<file path="config.mk">
export PLATFORM = sky130hd
export DESIGN_NAME = rde_ctrl
export DESIGN_NICKNAME = d
export VERILOG_FILES = /design/src/hw/rde_pkg.sv /design/src/hw/rde_ctrl.sv
export SDC_FILE = /design/constraint.sdc
export NUM_CORES = 1
export LEC_CHECK = 0
export ABC_AREA = 1
export BUFFER_PORTS_ARGS = -buffer_cell sky130_fd_sc_hd__clkbuf_2
export CORE_MARGIN = 2
export CORE_UTILIZATION = 57
export CTS_CLUSTER_SIZE = 14
export DETAILED_ROUTE_END_ITERATION = 7
export HOLD_SLACK_MARGIN = 0.08
export PLACE_DENSITY_LB_ADDON = 0.05
export REMOVE_ABC_BUFFERS = 1
export SYNTH_ARGS = -nofsm -noshare
export SYNTH_HDL_FRONTEND = slang
export SYNTH_SLANG_ARGS = --single-unit
export TNS_END_PERCENT = 100
</file>
<file path="constraint.sdc">
create_clock -name pclk -period 3.5 [get_ports pclk]
set_clock_uncertainty 0.15 [all_clocks]
set_input_delay 0.175 -clock pclk [delete_from_list [all_inputs] [get_ports pclk]]
set_output_delay 0.175 -clock pclk [all_outputs]
set_load 0.01 [all_outputs]
</file>
<file path="src/hw/rde_pkg.sv">
// Purpose: shared constants of the line-driver enable controller
// Assumes: 250 MHz clock, APB register access
// Notes: times kept in microseconds, cycle counts derived from them
package rde_pkg;
    // ------------------------------------------------------------
    // clock and counters
    // ------------------------------------------------------------
    localparam int CLK_MHZ = 250;
    localparam int CNT_W = 25;
    // ------------------------------------------------------------
    // register map
    // ------------------------------------------------------------
    localparam int ADDR_W = 8;
    localparam logic [7:0] ADDR_CFG = 8'h00;
    localparam logic [7:0] ADDR_STAT = 8'h04;
    localparam int CFG_W = 14;
    localparam logic [13:0] CFG_RST = 14'h0000;
    localparam int CFG_ROLE = 0;
    localparam int CFG_CTS_LO = 1;
    localparam int CFG_SRC = 3;
    localparam int CFG_IDLE_LO = 4;
    localparam int CFG_TURN_LO = 7;
    localparam int CFG_DUPLEX = 10;
    localparam int CFG_INHIB = 11;
    localparam int CFG_LOOP = 12;
    localparam int CFG_BIAS = 13;
    localparam int STAT_W = 7;
    localparam logic [1:0] CTS_SEL_10 = 2'h1;
    localparam logic [1:0] CTS_SEL_30 = 2'h2;
    localparam logic [1:0] CTS_SEL_ON = 2'h3;
    // ------------------------------------------------------------
    // times
    // ------------------------------------------------------------
    localparam int CTS_10_US = 10000;
    localparam int CTS_30_US = 30000;
    localparam int IDLE_A_US = 70000;
    localparam int IDLE_B_US = 7000;
    localparam int IDLE_C_US = 2000;
    localparam int IDLE_D_US = 700;
    localparam int IDLE_E_US = 150;
    localparam int TURN_B_US = 100;
    localparam int TURN_C_US = 1000;
    localparam int TURN_D_US = 5000;
    localparam int TURN_E_US = 35000;
    localparam int CTS_10_CYC = CTS_10_US * CLK_MHZ;
    localparam int CTS_30_CYC = CTS_30_US * CLK_MHZ;
    localparam int IDLE_A_CYC = IDLE_A_US * CLK_MHZ;
    localparam int IDLE_B_CYC = IDLE_B_US * CLK_MHZ;
    localparam int IDLE_C_CYC = IDLE_C_US * CLK_MHZ;
    localparam int IDLE_D_CYC = IDLE_D_US * CLK_MHZ;
    localparam int IDLE_E_CYC = IDLE_E_US * CLK_MHZ;
    localparam int TURN_B_CYC = TURN_B_US * CLK_MHZ;
    localparam int TURN_C_CYC = TURN_C_US * CLK_MHZ;
    localparam int TURN_D_CYC = TURN_D_US * CLK_MHZ;
    localparam int TURN_E_CYC = TURN_E_US * CLK_MHZ;
endpackage : rde_pkg

</file>
<file path="src/hw/rde_ctrl.sv">
// Purpose: driver enable, cts handshake, turnaround and routing of a serial line converter
// Assumes: all line inputs synchronous to pclk; settings written over APB
// Notes: every output is a flip-flop; each reacts one cycle after its cause, but cts rise outside the always-on setting and start-bit enable take two
//
// Overview of operation
// - role bit picks terminal-side or modem-side behaviour for cts and enable
// - modem side raises cts 0, 10 or 30 ms after rts rises
// - cts drops at once when rts drops, whatever delay
// - always-on setting makes cts a plain copy of rts on modem side
// - carrier inhibit holds cts low if carrier present when rts rises
// - terminal side never drives cts high
// - lead enabling needs lead source and a 0/10/30 ms setting
// - terminal side lead enabling follows the cd input
// - modem side lead enabling follows the rts input
// - data enabling turns driver on at first start bit and arms timer
// - each low to high data edge restarts the idle timer
// - timer expiry turns the driver off; five timeout choices
// - always-on setting keeps the driver on permanently
// - always-on with lead source stays on, no half duplex possible
// - duplex bit picks two-wire half or four-wire full duplex
// - half duplex waits a turnaround delay before receiving again
// - turnaround choices are 0, 0.1, 1, 5 and 35 ms
// - normal mode passes rs232 to rs485 and back
// - loopback returns each port's received data out of the same port
// - line bias makes the carrier read as always present
//
// Added by the designer: the APB interface to the registers and the placing of the registers.
`timescale 1ns/10ps
module rde_ctrl #(
    parameter int unsigned CTS_10_CYC = rde_pkg::CTS_10_CYC,
    parameter int unsigned CTS_30_CYC = rde_pkg::CTS_30_CYC,
    parameter int unsigned IDLE_A_CYC = rde_pkg::IDLE_A_CYC,
    parameter int unsigned IDLE_B_CYC = rde_pkg::IDLE_B_CYC,
    parameter int unsigned IDLE_C_CYC = rde_pkg::IDLE_C_CYC,
    parameter int unsigned IDLE_D_CYC = rde_pkg::IDLE_D_CYC,
    parameter int unsigned IDLE_E_CYC = rde_pkg::IDLE_E_CYC,
    parameter int unsigned TURN_B_CYC = rde_pkg::TURN_B_CYC,
    parameter int unsigned TURN_C_CYC = rde_pkg::TURN_C_CYC,
    parameter int unsigned TURN_D_CYC = rde_pkg::TURN_D_CYC,
    parameter int unsigned TURN_E_CYC = rde_pkg::TURN_E_CYC
) (
    input wire logic pclk,
    input wire logic presetn,
    input wire logic psel,
    input wire logic penable,
    input wire logic pwrite,
    input wire logic [rde_pkg::ADDR_W-1:0] paddr,
    input wire logic [31:0] pwdata,
    output logic [31:0] prdata,
    output logic pready,
    output logic pslverr,
    input wire logic rs232_rxd,
    input wire logic rts_in,
    input wire logic cd_in,
    input wire logic rs485_rxd,
    input wire logic rs485_carrier,
    output logic rs232_txd,
    output logic cts_out,
    output logic rs485_txd,
    output logic rs485_de,
    output logic rs485_re_n
);
    localparam int CW = rde_pkg::CNT_W;

    // ------------------------------------------------------------
    // apb slave
    // ------------------------------------------------------------
    logic [rde_pkg::CFG_W-1:0] cfg_reg;
    logic pready_reg;
    logic pslverr_reg;
    logic [31:0] prdata_reg;
    logic [rde_pkg::STAT_W-1:0] stat_w;
    wire hit_cfg = (paddr == rde_pkg::ADDR_CFG);
    wire hit_stat = (paddr == rde_pkg::ADDR_STAT);
    wire unmapped = !(hit_cfg || hit_stat);
    wire setup_end = psel && penable && !pready_reg;
    wire done = psel && penable && pready_reg;
    wire cfg_wr = done && pwrite && hit_cfg;
    wire [31:0] rd_val = hit_cfg ? {{(32-rde_pkg::CFG_W){1'b0}}, cfg_reg} :
                         hit_stat ? {{(32-rde_pkg::STAT_W){1'b0}}, stat_w} : 32'h0000_0000;

    always_ff @(posedge pclk or negedge presetn)
    begin
        if (!presetn)
        begin
            pready_reg <= 1'b0;
            pslverr_reg <= 1'b0;
            prdata_reg <= 32'h0000_0000;
            cfg_reg <= rde_pkg::CFG_RST;
        end
        else
        begin
            pready_reg <= setup_end;
            pslverr_reg <= setup_end && unmapped;
            if (setup_end && !pwrite)
                prdata_reg <= rd_val;
            if (cfg_wr)
                cfg_reg <= pwdata[rde_pkg::CFG_W-1:0];
        end
    end

    // ------------------------------------------------------------
    // settings
    // ------------------------------------------------------------
    wire modem = cfg_reg[rde_pkg::CFG_ROLE];
    wire [1:0] cts_sel = cfg_reg[rde_pkg::CFG_CTS_LO +: 2];
    wire src_data = cfg_reg[rde_pkg::CFG_SRC];
    wire [2:0] idle_sel = cfg_reg[rde_pkg::CFG_IDLE_LO +: 3];
    wire [2:0] turn_sel = cfg_reg[rde_pkg::CFG_TURN_LO +: 3];
    wire half = cfg_reg[rde_pkg::CFG_DUPLEX];
    wire inhib_sel = cfg_reg[rde_pkg::CFG_INHIB];
    wire loopback = cfg_reg[rde_pkg::CFG_LOOP];
    wire bias = cfg_reg[rde_pkg::CFG_BIAS];
    wire always_on = (cts_sel == rde_pkg::CTS_SEL_ON);
    wire carrier = rs485_carrier || bias;
    // selector codes above e read as e
    wire [CW-1:0] cts_dly = (cts_sel == rde_pkg::CTS_SEL_10) ? CW'(CTS_10_CYC) :
                            (cts_sel == rde_pkg::CTS_SEL_30) ? CW'(CTS_30_CYC) : '0;
    wire [CW-1:0] idle_dly = (idle_sel == 3'h0) ? CW'(IDLE_A_CYC) :
                             (idle_sel == 3'h1) ? CW'(IDLE_B_CYC) :
                             (idle_sel == 3'h2) ? CW'(IDLE_C_CYC) :
                             (idle_sel == 3'h3) ? CW'(IDLE_D_CYC) : CW'(IDLE_E_CYC);
    wire [CW-1:0] turn_dly = (turn_sel == 3'h0) ? '0 :
                             (turn_sel == 3'h1) ? CW'(TURN_B_CYC) :
                             (turn_sel == 3'h2) ? CW'(TURN_C_CYC) :
                             (turn_sel == 3'h3) ? CW'(TURN_D_CYC) : CW'(TURN_E_CYC);

    // ------------------------------------------------------------
    // cts handshake
    // ------------------------------------------------------------
    logic rts_d_reg;
    logic inh_reg;
    logic cts_reg;
    logic [CW-1:0] cts_cnt_reg;
    wire rts_rise = rts_in && !rts_d_reg;
    wire inh_now = rts_rise ? (inhib_sel && carrier) : inh_reg;
    wire [CW-1:0] cts_cnt_next = rts_rise ? cts_dly :
                                 (cts_cnt_reg != '0) ? cts_cnt_reg - CW'(1) : cts_cnt_reg;
    wire cts_delayed = rts_in && !inh_now && !rts_rise && (cts_cnt_reg == '0);
    wire cts_next = !modem ? 1'b0 :
                    always_on ? rts_in : cts_delayed;

    always_ff @(posedge pclk or negedge presetn)
    begin
        if (!presetn)
        begin
            rts_d_reg <= 1'b0;
            inh_reg <= 1'b0;
            cts_reg <= 1'b0;
            cts_cnt_reg <= '0;
        end
        else
        begin
            rts_d_reg <= rts_in;
            inh_reg <= inh_now;
            cts_reg <= cts_next;
            cts_cnt_reg <= cts_cnt_next;
        end
    end

    // ------------------------------------------------------------
    // data-driven enable with idle timer
    // ------------------------------------------------------------
    logic rxd_d_reg;
    logic act_reg;
    logic [CW-1:0] idle_cnt_reg;
    wire rxd_rise = rs232_rxd && !rxd_d_reg;
    wire act_next = !rs232_rxd ? 1'b1 :
                    rxd_rise ? 1'b1 :
                    (act_reg && idle_cnt_reg == '0) ? 1'b0 : act_reg;
    wire [CW-1:0] idle_cnt_next = rxd_rise ? idle_dly :
                                  (idle_cnt_reg != '0) ? idle_cnt_reg - CW'(1) : idle_cnt_reg;

    always_ff @(posedge pclk or negedge presetn)
    begin
        if (!presetn)
        begin
            rxd_d_reg <= 1'b1;
            act_reg <= 1'b0;
            idle_cnt_reg <= '0;
        end
        else
        begin
            rxd_d_reg <= rs232_rxd;
            act_reg <= act_next;
            idle_cnt_reg <= idle_cnt_next;
        end
    end

    // ------------------------------------------------------------
    // driver enable, turnaround and routing
    // ------------------------------------------------------------
    logic de_reg;
    logic re_n_reg;
    logic [CW-1:0] turn_cnt_reg;
    logic txd485_reg;
    logic txd232_reg;
    wire lead_en = modem ? rts_in : cd_in;
    wire de_next = always_on ? 1'b1 :
                   !src_data ? lead_en : act_reg;
    wire de_fall = de_reg && !de_next;
    wire [CW-1:0] turn_cnt_next = (half && de_fall) ? turn_dly :
                                  (turn_cnt_reg != '0) ? turn_cnt_reg - CW'(1) : turn_cnt_reg;
    wire re_n_next = half && (de_next || turn_cnt_next != '0);
    wire txd485_next = loopback ? rs485_rxd : rs232_rxd;
    wire txd232_next = loopback ? rs232_rxd : rs485_rxd;

    always_ff @(posedge pclk or negedge presetn)
    begin
        if (!presetn)
        begin
            de_reg <= 1'b0;
            re_n_reg <= 1'b0;
            turn_cnt_reg <= '0;
            txd485_reg <= 1'b1;
            txd232_reg <= 1'b1;
        end
        else
        begin
            de_reg <= de_next;
            re_n_reg <= re_n_next;
            turn_cnt_reg <= turn_cnt_next;
            txd485_reg <= txd485_next;
            txd232_reg <= txd232_next;
        end
    end

    assign stat_w = {cd_in, rts_in, carrier, act_reg, re_n_reg, de_reg, cts_reg};
    assign prdata = prdata_reg;
    assign pready = pready_reg;
    assign pslverr = pslverr_reg;
    assign rs232_txd = txd232_reg;
    assign cts_out = cts_reg;
    assign rs485_txd = txd485_reg;
    assign rs485_de = de_reg;
    assign rs485_re_n = re_n_reg;
endmodule : rde_ctrl

</file>
==> metrics.yaml <==
outcome: "finished clean"
die_area_mm2: 0.0123
rsz0062_at_grt: "no"
gr-total-overflow: 0
leakage_nw: 4.08
hp-start: "paddr[3]"
path_max_fanout: 12
numPortBuffers: 52
rrSetupSlack_ns: 0.78
wl_per_cell_um: 14.5
die_h_um: 111
synth_top_area_frac: 0.427
setup_ws_ns: 0.699
grt_pass1_wl_um: 27900
timing.slew.headroom: 0.495
drv_cap: 0
synthTopCellsByArea: "dfrtp_1, nand2_1, nor2_1, inv_1, nand3_1"
tightest_slew_ns: 0.755
place_area_mm2: 0.00686
vias: 6007
cts_buffers: 17
cts.sinks: 114
cp-end-kind: "flip-flop"
crit_start: "penable"
synth_area_leader_cell: "dfrtp_1"
fmax_ghz: 0.357
worstPathRequired_ns: 3.66
firstDrtPassIters: 5
timing_worst_setup_path_type: "input port to flip-flop"
power_density_mw_per_mm2: 537
die_w_um: 111
synthArstFlopShare: 1.00
power_frac_comb: 0.203
synth_top_flop_cell: "dfrtp_1"
switching_power_mw: 1.24
fin_cells: 1122
clock_path_buffers: 2
path_cells: "dlygate4sd3_1 -> clkbuf_2 -> nand2_1 -> dlygate4sd3_1 -> nor2_1 -> inv_1 -> nor2_1 -> nand2_1 -> o21ai_0"
worstSetupStartpointType: "input port"
final_nets: 1025
synth_top_family_by_area: "simple AND/OR/NAND/NOR gates"
syn-mean-instance-area_um2: 7.39
clockRootBuffer: "clkbuf_16"
slowest_delay_ns: 0.57
synthTopCellsByCount: "nand2_1, nor2_1, dfrtp_1"
synth_mux_area_frac: 0.00346
place_congestion: 0.882
hold_class: "input port to flip-flop"
antenna_found_initial: 0
hpwl_um: 11500
fillCellCount: 926
preCtsSetupSlack_ns: 0.855
drive_above_1_share: 0.129
clock_power_share: 0.417
cts_setup_buffers: 0
ys_warn_count: 0
synthCells: 879
synth_compound_area_frac: 0.0857
hold_viol_final: 0
synthAdderAreaFrac: 0.0115
yosys.area_share.simple: 0.331
grt_max_degree: 57
clk_pin_slew_ns: 0.05
start_util: 0.592
finalSetupViolCount: 0
synth_xor_xnor_area_share: 0.0310
drc: 0
yosysUniqueCellTypes: 45
fin_area_mm2: 0.00770
path_delay_family: "buffers and inverters"
grt_pass1_vias: 5982
synth_enable_flop_cells: 0
drt_iter0_markers: 472
ys_ff_latch: 114
worst-endpoint-arrival_ns: 2.96
seq_power_share: 0.381
swShare: 0.301
period_needed_ns: 2.80
p_int_mw: 2.89
track_usage: 0.280
cp.buffers_inverters: 4
fp-row-count: 38
slew_viol_final: 0
worstSkewPairLatency_ns: 0.42
h-tree-depth: 4
fin_setup_tns_ns: 0
max-vdd-ir-drop_uv: 622
yosysSeqAreaShare: 0.439
synthesis.area_mm2: 0.00650
dp_cells: 1064
routed_via_density: 5.35
post-synth-top-count-cell: "nand2_1"
cts_tree: "yes"
io_pins: 89
finalCritPeriodShare: 0.800
coreArea_mm2: 0.0110
reg2reg_from: "cfg_reg[1]$_DFFE_PN0P_"
postRouteWirelength_um: 16300
ant_nets: 0
cp_slowest_cell: "dlygate4sd3_1"
area_growth_pct: 18.5
num_antenna_cells: 0
## metrics by stage
stage | hold WS [ns] | total power, mW | utilization
after global placement | 0.132 | 2.37 | 0.624
after detailed placement | 0.132 | 2.40 | 0.624
after floorplan | -0.271 | 2.19 | -
final | 0.120 | 4.14 | 0.701
after CTS | 0.104 | 4.16 | 0.701
after global routing | 0.158 | 4.40 | 0.701
## worst reg2reg max path: cells and delay by family (launching register included)
family | cells | cell delay, ns
compound gates | 1 | 0.19
fa+ha+maj | 1 | 0.24
flops | 1 | 0.40
simple gates | 8 | 1.23
buf+inv | 1 | 0.40
## area by class of cell
class	instances	area [µm²]	share of cell area
multi-input combinational	637	3080	0.399
sequential	114	2860	0.371
timing repair buffer	85	576	0.0747
clock buffer	21	450	0.0585
inverter	114	433	0.0562
tap	140	175	0.0227
clock inverter	11	136	0.0177
## final timing paths
check / cells past startpoint / endpoint
setup / recovery: 9 / prdata[13]$_DFFE_PN0P_
hold / removal: 5 / prdata[0]$_DFFE_PN0P_
setup reg to reg: 11 / rs485_re_n$_DFF_PN0_
hold reg to reg: 1 / act_reg$_DFFE_PN0P_
max in group asynchronous: 3 / turn_cnt_reg[4]$_DFF_PN0_
min in group asynchronous: 2 / turn_cnt_reg[1]$_DFF_PN0_
## repair_timing
action                     in CTS  in global routing
hold buffers                   26                  0
resized for setup               0                  0
setup endpoints to repair       0                  0
hold endpoints to repair       85                  0
## cells by family (layout without fill, tap and decap cells)
family / Yosys count / count (layout)
AOI/OAI and AO/OA: 102 / 102
xor gates and xnor gates: 23 / 23
adders and majority gates: 6 / 6
buffers and inverters: 145 / 231
DFF: 114 / 114
muxes: 2 / 2
other: 1 / 18
and+or+nand+nor: 486 / 486
## power groups by stage
stage          clock network, mW  logic, mW  registers (mW)
6_report                    1.72      0.838            1.58
5_1_grt                     1.81      0.987            1.60
4_1_cts                     1.74      0.839            1.57
3_5_place_dp                   0      0.811            1.59
3_3_place_gp                   0      0.783            1.59
2_1_floorplan                  0      0.627            1.57
## per-layer routing
layer,share of wire,GRT usage,up-vias
met5,0,0,-
met4,0.029,0.133,0
met2,0.51,0.479,197
li1,-,-,2954
met1,0.41,0.335,2823
met3,0.047,0.0662,33
## layout by cell type (no fill, tap or decap), types with 4 or more instances in the layout
master         instances
a21oi_1               44
buf_4                  8
clkbuf_16             17
clkbuf_2              51
clkinv_2               6
conb_1                18
dfrtp_1              111
dlygate4sd3_1         26
ha_1                   6
inv_1                109
nand2_1              192
nand2_2                4
nand3_1               65
nand3b_1               6
nand4_1               15
nor2_1               153
nor3_1                19
o211ai_1               4
o21ai_0               41
or2_2                 10
xnor2_1                9
xor2_1                14
Note: power is estimated with default switching activity, not from simulation.
